<file path="src/hdl/sarif_pkg.sv">
// shared constants and types for the converter control link
package sarif_pkg;

	localparam int RESULT_W       = 12;
	localparam int CONV_EDGES     = 13;
	localparam int PWRUP_EDGES    = 14;
	localparam int CLK_PERIOD_NS  = 4;
	localparam int REF_KHZ        = 250000;

	// start must lead the conversion clock edge by this much for the short count
	localparam int SETUP_NS       = 50;
	localparam int SETUP_CYC      = (SETUP_NS + CLK_PERIOD_NS - 1) / CLK_PERIOD_NS;
	localparam int HOLD_NS        = 10;
	localparam int HOLD_CYC       = (HOLD_NS / CLK_PERIOD_NS < 1) ? 1 : HOLD_NS / CLK_PERIOD_NS;
	localparam int ACQ_NS         = 350;
	localparam int ACQ_CYC        = (ACQ_NS + CLK_PERIOD_NS - 1) / CLK_PERIOD_NS;
	localparam int CW_NS          = 30;
	localparam int CW_CYC         = (CW_NS + CLK_PERIOD_NS - 1) / CLK_PERIOD_NS;
	localparam int ACCESS_NS      = 120;
	localparam int ACCESS_CYC     = (ACCESS_NS + CLK_PERIOD_NS - 1) / CLK_PERIOD_NS;
	localparam int SYNC_STAGES    = 2;

	// conversion clock limits, kHz
	localparam int CLK_MAX_KHZ    = 8000;
	localparam int CLK_CONT_KHZ   = 6000;
	localparam int CLK_MIN_KHZ    = 100;
	localparam int HALF_STD       = (REF_KHZ + 2 * CLK_MAX_KHZ - 1) / (2 * CLK_MAX_KHZ);
	localparam int HALF_CONT      = (REF_KHZ + 2 * CLK_CONT_KHZ - 1) / (2 * CLK_CONT_KHZ);
	localparam int HALF_LIMIT     = REF_KHZ / (2 * CLK_MIN_KHZ);
	localparam int DIV_W          = 11;

	localparam logic STATUS_RST   = 1'b1;

	typedef enum logic [1:0] {
		MODE_TO_SUPPLY,
		MODE_OPEN,
		MODE_TO_GROUND
	} sarif_mode_t;

endpackage

</file>
<file path="src/hdl/sarif_link_if.sv">
// pin-level link between the converter control and its bus partner
`timescale 1ns/100ps
`default_nettype none
interface sarif_link_if
	import sarif_pkg::*;
();
	logic                convertStartN;
	logic                readN;
	logic                chipSelN;
	logic                conversionClock;
	sarif_mode_t         modeSel;
	logic                statusOut;
	logic [RESULT_W-1:0] resultBits;
	logic                resultOe;
	wire  [RESULT_W-1:0] resultBus;

	// data bus as seen by the partner; a released bus shows the inverse so a late sample shows up
	assign resultBus = resultOe ? resultBits : ~resultBits;

	modport device (
		input  convertStartN,
		input  readN,
		input  chipSelN,
		input  conversionClock,
		input  modeSel,
		output statusOut,
		output resultBits,
		output resultOe
	);

	modport host (
		output convertStartN,
		output readN,
		output chipSelN,
		output conversionClock,
		output modeSel,
		input  statusOut,
		input  resultBus
	);
endinterface
`default_nettype wire

</file>
<file path="src/hdl/sarif_device.sv">
// converter end: start decode, approximation sequence, status and result latch
`timescale 1ns/100ps
`default_nettype none
module sarif_device
	import sarif_pkg::*;
#(
	parameter int RES_W = RESULT_W
) (
	input  wire logic             ref_clk,
	input  wire logic             rstn,
	sarif_link_if.device          link,
	input  wire logic [RES_W-1:0] sampleCode,
	output logic      [RES_W-1:0] convResult,
	output logic                  convDone,
	output logic                  holdActive
);

	localparam logic [RES_W-1:0] MSB_MASK = {1'b1, {(RES_W-1){1'b0}}};

	logic [3:0]       pinIn;
	logic [3:0]       sync1_q;
	logic [3:0]       sync2_q;
	logic [3:0]       prev_q;
	sarif_mode_t      modeS1_q;
	sarif_mode_t      modeS2_q;

	logic             busy_q;
	logic             firstEdge_q;
	logic             contStart_q;
	logic [7:0]       sinceStart_q;
	logic [3:0]       edgeCnt_q;
	logic [RES_W-1:0] successiveApproxReg_q;
	logic [RES_W-1:0] bitPtr_q;
	logic [RES_W-1:0] held_q;
	logic             status_q;
	logic [RES_W-1:0] result_q;
	logic             resultOe_q;

	logic convLow;
	logic rdLow;
	logic csLow;
	logic convFall;
	logic rdFall;
	logic csFall;
	logic clkRise;
	logic readEvent;
	logic modeVdd;
	logic contMode;
	logic startEdge;
	logic start;
	logic early;
	logic countEdge;
	logic doneNow;
	logic [RES_W-1:0] trial;

	assign pinIn = {link.conversionClock, link.chipSelN, link.readN, link.convertStartN};

	// every pin crosses two flip-flops before use
	genvar g;
	generate
		for (g = 0; g < 4; g++) begin : gSync
			always_ff @(posedge ref_clk or negedge rstn) begin
				if (!rstn) begin
					sync1_q[g] <= 1'b1;
					sync2_q[g] <= 1'b1;
					prev_q[g]  <= 1'b1;
				end else begin
					sync1_q[g] <= pinIn[g];
					sync2_q[g] <= sync1_q[g];
					prev_q[g]  <= sync2_q[g];
				end
			end
		end
	endgenerate

	always_ff @(posedge ref_clk or negedge rstn) begin
		if (!rstn) begin
			modeS1_q <= MODE_OPEN;
			modeS2_q <= MODE_OPEN;
		end else begin
			modeS1_q <= link.modeSel;
			modeS2_q <= modeS1_q;
		end
	end

	assign convLow   = ~sync2_q[0];
	assign rdLow     = ~sync2_q[1];
	assign csLow     = ~sync2_q[2];
	assign convFall  = prev_q[0] & ~sync2_q[0];
	assign rdFall    = prev_q[1] & ~sync2_q[1];
	assign csFall    = prev_q[2] & ~sync2_q[2];
	assign clkRise   = sync2_q[3] & ~prev_q[3];
	assign readEvent = rdLow & csLow & (prev_q[1] | prev_q[2]);
	assign modeVdd   = (modeS2_q == MODE_TO_SUPPLY);
	assign contMode  = (modeS2_q == MODE_TO_GROUND) & convLow & rdLow & csLow;

	assign startEdge = convFall
		| (convLow & rdLow & csFall)
		| (convLow & csLow & rdFall);

	// a running conversion masks every start source
	assign start = ~busy_q & convLow
		& (startEdge | (contMode & clkRise));

	// late start costs one dummy clock edge
	assign early     = contStart_q | (sinceStart_q >= 8'(SETUP_CYC));
	assign countEdge = busy_q & clkRise & (~firstEdge_q | early);
	assign doneNow   = countEdge & (edgeCnt_q == 4'(CONV_EDGES - 1));
	assign trial     = successiveApproxReg_q | bitPtr_q;

	always_ff @(posedge ref_clk or negedge rstn) begin
		if (!rstn) begin
			busy_q                <= 1'b0;
			firstEdge_q           <= 1'b0;
			contStart_q           <= 1'b0;
			sinceStart_q          <= 8'h00;
			edgeCnt_q             <= 4'h0;
			successiveApproxReg_q <= '0;
			bitPtr_q              <= '0;
			held_q                <= '0;
		end else if (start) begin
			busy_q                <= 1'b1;
			firstEdge_q           <= 1'b1;
			contStart_q           <= contMode & clkRise;
			sinceStart_q          <= 8'h00;
			edgeCnt_q             <= 4'h0;
			successiveApproxReg_q <= '0;
			bitPtr_q              <= MSB_MASK;
			// offset binary inside, so the compare is unsigned
			held_q                <= sampleCode ^ MSB_MASK;
		end else if (busy_q) begin
			if (sinceStart_q != 8'hFF) begin
				sinceStart_q <= sinceStart_q + 8'h01;
			end
			if (clkRise) begin
				firstEdge_q <= 1'b0;
			end
			if (countEdge) begin
				edgeCnt_q <= edgeCnt_q + 4'h1;
				bitPtr_q  <= bitPtr_q >> 1;
				if (bitPtr_q != '0 && held_q >= trial) begin
					successiveApproxReg_q <= trial;
				end
				if (doneNow) begin
					busy_q <= 1'b0;
				end
			end
		end
	end

	// track while idle, hold a short delay after start
	always_ff @(posedge ref_clk or negedge rstn) begin
		if (!rstn) begin
			holdActive <= 1'b0;
		end else begin
			holdActive <= busy_q & ~doneNow & (sinceStart_q >= 8'(HOLD_CYC - 1));
		end
	end

	// status pin: the end-of-conversion update wins over a start clear or a read set
	always_ff @(posedge ref_clk or negedge rstn) begin
		if (!rstn) begin
			status_q <= STATUS_RST;
		end else if (doneNow) begin
			status_q <= ~modeVdd;
		end else if (start && !modeVdd) begin
			status_q <= 1'b0;
		end else if (readEvent && modeVdd) begin
			status_q <= 1'b1;
		end
	end

	// result latch loads on the same cycle the status changes
	always_ff @(posedge ref_clk or negedge rstn) begin
		if (!rstn) begin
			result_q   <= '0;
			convResult <= '0;
			convDone   <= 1'b0;
		end else begin
			convDone <= doneNow;
			if (doneNow) begin
				result_q   <= successiveApproxReg_q ^ MSB_MASK;
				convResult <= successiveApproxReg_q ^ MSB_MASK;
			end
		end
	end

	always_ff @(posedge ref_clk or negedge rstn) begin
		if (!rstn) begin
			resultOe_q <= 1'b0;
		end else begin
			resultOe_q <= rdLow & csLow;
		end
	end

	assign link.statusOut  = status_q;
	assign link.resultBits = result_q;
	assign link.resultOe   = resultOe_q;

endmodule
`default_nettype wire

</file>
<file path="src/flat_wrapper.sv">
// flat-port wrapper written by rule: the top's interface ports become plain ports
module sarif_device_flat import sarif_pkg::*;
#(
	parameter int RES_W = RESULT_W
)
  (ref_clk, rstn, sampleCode, convResult, convDone, holdActive, link_convertStartN, link_readN, link_chipSelN, link_conversionClock, link_modeSel, link_statusOut, link_resultBits, link_resultOe);
  sarif_link_if link_i ();
  input  wire logic ref_clk;
  input  wire logic rstn;
  input  wire logic [RES_W-1:0] sampleCode;
  output logic      [RES_W-1:0] convResult;
  output logic convDone;
  output logic holdActive;
  input wire logic [$bits(link_i.convertStartN)-1:0] link_convertStartN;
  input wire logic [$bits(link_i.readN)-1:0] link_readN;
  input wire logic [$bits(link_i.chipSelN)-1:0] link_chipSelN;
  input wire logic [$bits(link_i.conversionClock)-1:0] link_conversionClock;
  input wire logic [$bits(link_i.modeSel)-1:0] link_modeSel;
  output wire logic [$bits(link_i.statusOut)-1:0] link_statusOut;
  output wire logic [$bits(link_i.resultBits)-1:0] link_resultBits;
  output wire logic [$bits(link_i.resultOe)-1:0] link_resultOe;
  assign link_i.convertStartN = link_convertStartN;
  assign link_i.readN = link_readN;
  assign link_i.chipSelN = link_chipSelN;
  assign link_i.conversionClock = link_conversionClock;
  assign link_i.modeSel = link_modeSel;
  assign link_statusOut = link_i.statusOut;
  assign link_resultBits = link_i.resultBits;
  assign link_resultOe = link_i.resultOe;
  sarif_device #(.RES_W(RES_W)) u_core (.ref_clk(ref_clk), .rstn(rstn), .link(link_i), .sampleCode(sampleCode), .convResult(convResult), .convDone(convDone), .holdActive(holdActive));
endmodule
</file>
<file path="config.mk">
export PLATFORM = sky130hd
export DESIGN_NAME = sarif_device_flat
export DESIGN_NICKNAME = d
export VERILOG_FILES = /design/src/hdl/sarif_pkg.sv /design/src/hdl/sarif_link_if.sv /design/src/hdl/sarif_device.sv /design/src/flat_wrapper.sv
export SDC_FILE = /design/constraint.sdc
export NUM_CORES = 1
export LEC_CHECK = 0
export BUFFER_PORTS_ARGS = -buffer_cell sky130_fd_sc_hd__buf_2
export CAP_MARGIN = 40
export CELL_PAD_IN_SITES_DETAIL_PLACEMENT = 1
export CELL_PAD_IN_SITES_GLOBAL_PLACEMENT = 1
export CORE_MARGIN = 2
export CORE_UTILIZATION = 48
export DETAILED_ROUTE_END_ITERATION = 6
export PLACE_DENSITY = 0.88
export SYNTH_ARGS = -nofsm -noshare
export SYNTH_HDL_FRONTEND = slang
export SYNTH_SLANG_ARGS = --single-unit
</file>
<file path="constraint.sdc">
create_clock -name ref_clk -period 4.5 [get_ports ref_clk]
set_input_delay 0.9 -clock ref_clk [delete_from_list [all_inputs] [get_ports ref_clk]]
set_output_delay 0.9 -clock ref_clk [all_outputs]
set_load 0.05 [all_outputs]
</file>
### Yosys cells after proc, flatten, opt, wreduce, memory -nomap -nowiden

Cells that the tools add are included.

* input bits: 20
* output and inout bits: 28
* word-level logic and storage cells: 112
* register bits: 83

* muxes and demuxes: 23
* bitwise operators: 38
* reduce and logical (&&, ||, !) cells: 16
* equality and inequality tests: 3
* magnitude comparators: 3
* add/sub/neg operators: 2

Operator list (number)
* two-way mux 12 bit: 7
* two-way mux 8 bit: 3
* bitwise AND 1 bit: 21
* greater-or-equal comparator 12 bit: 1
* two-way mux 4 bit: 3
* OR 12 bit: 1
* nonzero test 12 bit: 1
* two-way mux 1 bit: 10
* inverter 1 bit: 10
* nonzero test 2 bit: 5
* adder 8 x 1 -> 8 bit, second input constant: 1
* greater-or-equal comparator 8 x 1 -> 1 bit, second input constant: 1
* greater-or-equal comparator 8 x 4 -> 1 bit, second input constant: 1
* != test 8 bit, second input constant: 1
* OR 1 bit: 6
* AND reduction 2 bit: 3
* adder 4 x 1 -> 4 bit, second input constant: 1
* equality test 4 bit, second input constant: 1
* logical AND 1 bit: 3
* AND reduction 3 bit: 1
* nonzero test 3 bit: 1
* equality test 2 bit, second input constant: 1
* zero test 2 bit: 1
* zero test 1 bit: 1

### Longest topological paths before layout

* depth in word-level cells: 10
* depth in mapped cells: 8
* depth with buffers taken out: 7

### Worst setup path after synthesis

OpenSTA, ideal clock, no wires.

* kind: flip-flop to flip-flop
* start point: register u_core.sinceStart_q[4]
* end point: register u_core.successiveApproxReg_q[10]
* arrival: 1.926 ns
* path buffers: 1
* period minus slack after synthesis: 2.047 ns
* data required time: 4.379 ns
* setup slack: 2.453 ns
* stages on the path, launching flop included: 7
* library setup time: 0.121 ns
* cell sequence: dfrtp_1 or4_4 a311oi_2 nor2_1 o311a_1 buf_2 a22o_1

* word-level cells in the longest chain between the ends: 6

Ends and longest elaborated chain
* start, declared: RTL line sarif_device.sv:30 `logic [7:0] sinceStart_q;`
* start signal, assigned: RTL line sarif_device.sv:133 `sinceStart_q <= sinceStart_q + 8'h01;`
* greater-or-equal comparator 8 x 4 -> 1 bit: RTL line sarif_device.sv:106 `assign early = contStart_q | (sinceStart_q >= 8'(SETUP_CYC));`
* OR 1 bit: RTL line sarif_device.sv:106
* OR 1 bit: RTL line sarif_device.sv:107 `assign countEdge = busy_q & clkRise & (~firstEdge_q | early);`
* bitwise AND 1 bit: RTL line sarif_device.sv:107
* nonzero test 2 bit (no line)
* AND reduction 3 bit (no line)
* end signal, assigned: RTL line sarif_device.sv:142 `successiveApproxReg_q <= trial;`
* end, declared: RTL line sarif_device.sv:32 `logic [RES_W-1:0] successiveApproxReg_q;`

Every way passes these cells.
A chain may end at the register's enable or synchronous reset.

### Worst setup path in the final report

* start point: register u_core.sinceStart_q[0]
* end point: register u_core.successiveApproxReg_q[2]

Same word-level chain as after synthesis.

==> flow_metrics.tcl <==
set metrics [dict create \
    use_met1_pct 27.3 \
    cts_sinks 83 \
    htreeDepth 3 \
    drt-vias-per-instance 5.28 \
    tightest_slew_ns 0.891 \
    power.density_mw_per_mm2 595 \
    diodes 0 \
    cts.repair.resized 0 \
    fin_setup_tns_ns 0 \
    cts_made_buffers 9 \
    wl_um 7940 \
    antenna_found_initial 0 \
    numPortBuffers 47 \
    yosys.area.top_type "dfrtp_1" \
    num_vias 2481 \
    setup_violations 0 \
    post-route-period-util_pct 57.8 \
    top_usage_layer "met2" \
    ys_seq_area_share_pct 58.8 \
    slew_viol_final 0 \
    drc 0 \
    fin_area_mm2 0.00408 \
    start_util_pct 49.4 \
    crit_fanout 14 \
    clk_pin_slew_worst_paths_ns 0.08 \
    cts_tree "built" \
    die_area_mm2 0.00814 \
    synth_edf_count 0 \
    ys_async_sr_fraction_pct 100 \
    postPlaceCellArea_mm2 0.00385 \
    coreArea_mm2 0.00721 \
    syn_inst 328 \
    grt_pass1_vias 2731 \
    ctsRootBufferMaster "clkbuf_8" \
    drtAntennaViolNets 0 \
    layout.nets 403 \
    ys_warn_count 0 \
    drt-initial-drc-count 141 \
    status "complete, no violations" \
    finalHoldViolCount 0 \
    met2_usage_pct 36.0 \
    drive_gt1_share_pct 26.7 \
    rsz0062_at_grt "false" \
    areaGrowthSynthToFinish_pct 14.4 \
    required_ns 4.79 \
    synth_ff_type "dfrtp_1" \
    fmax_mhz 385 \
    timing.slew.headroom_pct 40.4 \
    clk_latency_ns 0.36 \
    arrival_ns 2.89 \
    leakagePower_nw 1.99 \
    cts_hold_buffers 0 \
    synth_top_area_share_pct 47.7 \
    first_pass_iters 4 \
    critPathLaunchType "register" \
    grt_first_pass_wirelength_um 13600 \
    synth.distinct_cells 40 \
    avgSynthCellArea_um2 10.9 \
    critPathKind "register to register" \
    synth_nets 365 \
    ir_drop_v 0.000197 \
    post-cts-setup-buffers 0 \
    end_kind "register" \
    cap_violations 0 \
    skew_ns 0.0105 \
    cts_buffer_depth 2 \
    core.rowCount 31 \
    overflow 0 \
    grt_start_max_net_pins 48 \
    ys_seq_elements 83 \
    power_mw 2.43 \
    track_usage_pct 21.6 \
    die_h_um 90.2 \
    global_route.usage.met3_pct 4.36 \
    die_x_um 90.2 \
    place_hpwl_um 5580 \
    io_pins 48 \
    place.gp.congestion 0.823 \
    synthTopCellsByArea "dfrtp_1, dfstp_2, nand2_1" \
    hold_path.class "register to register" \
    period_minus_slack_ns 2.60 \
    synth_area_mm2 0.00357 \
    wire_per_inst_um 16.9 \
]
[critical path, cell delays in order, from the launching register on]
cell      delay [ns]
dfrtp_1         0.45
inv_1           0.10
ha_1            0.20
nand2b_1        0.12
a311oi_2        0.14
nor2_1          0.71
o311a_1         0.61
a22o_1          0.20
[report_power, final]
group          total (mW)  internal [mW]  switching [mW]
Clock               0.594          0.327           0.267
Combinational       0.715          0.287           0.428
Sequential           1.12          0.928           0.189
Total                2.43           1.54           0.883
[layout by cell type, fill, tap and decap left out, types with 10 or more instances in the layout]
cell,n
mux2_2,11
dfrtp_1,68
a21oi_1,21
a22o_1,12
clkbuf_8,10
nand2_1,66
buf_2,46
ha_1,17
nor2_1,27
dfstp_2,15
[state kept, by name, indices dropped and copies added, names as in the netlist, 2 cells and up]
register / flops
u_core.prev_q: 4
u_core.bitPtr_q: 12
u_core.modeS2_q: 2
u_core.successiveApproxReg_q: 12
u_core.modeS1_q: 2
u_core.held_q: 12
u_core.sinceStart_q: 8
u_core.convResult: 12
u_core.edgeCnt_q: 4
u_core.sync2_q: 4
u_core.sync1_q: 4
[through the flow]
stage               utilization, %  hold slack, ns  worst slack, ns  cells
floorplan                        -           0.331             2.45    328
global placement              52.8           0.339             2.07    451
detailed placement            53.4           0.339             1.93    454
CTS                           56.6           0.354             1.90    470
global route                  56.6           0.357             1.62    470
finish                        56.6           0.352             1.90    470
[synthesized netlist by cell type, types with 2 or more instances]
library cell	n
or2_2	2
xnor2_1	6
mux2i_1	2
nand2b_1	3
nor3_1	5
dfrtp_1	68
nor2_1	27
clkbuf_1	9
o21ai_0	7
a31oi_1	2
nand3_1	8
nor4_1	2
a21oi_1	21
mux2_2	11
a22o_1	12
nand2_1	66
nand4_1	3
buf_4	12
inv_1	9
dfstp_2	15
ha_1	17
buf_2	3
[area by class of cell]
| cell class | instances | area, µm² |
|---|---|---|
| inverter | 9 | 33.8 |
| clock inverter | 6 | 88.8 |
| timing repair buffer | 51 | 288 |
| multi-input combinational | 212 | 1310 |
| sequential | 83 | 2100 |
| fill | 817 | 3130 |
| clock buffer | 10 | 138 |
| tap | 99 | 124 |
[worst paths after layout]
kind                                         from                               to  slack (ns)  cells past startpoint
hold reg to reg                 u_core.sync1_q[3]                u_core.sync2_q[3]        0.35                      0
hold / removal                  u_core.sync1_q[3]                u_core.sync2_q[3]        0.35                      0
max in group asynchronous                    rstn            u_core.link.statusOut        3.36                      2
min in group asynchronous                    rstn           u_core.sinceStart_q[1]        0.49                      1
setup reg to reg           u_core.sinceStart_q[0]  u_core.successiveApproxReg_q[2]        1.90                      7
setup / recovery           u_core.sinceStart_q[0]  u_core.successiveApproxReg_q[2]        1.90                      7
[routing by layer]
layer	vias to the layer above	wire length (µm)
li1	1176	-
met3	20	312
met1	1226	3490
met5	-	0
met4	0	222
met2	59	3910
[cell families (layout without fill, tap and decap cells)]
logic type	Yosys count	after routing	synth area share [%]
flip-flops	83	83	58.8
AND/OR/NAND/NOR	124	124	15.2
AO/OA/AOI/OAI	51	51	9.54
XOR/XNOR	7	7	1.72
multiplexers	13	13	4.03
buffers and inverters	33	76	4.84
adder cells (fa/ha/maj)	17	17	5.96
(Power assumes the default switching activity.)
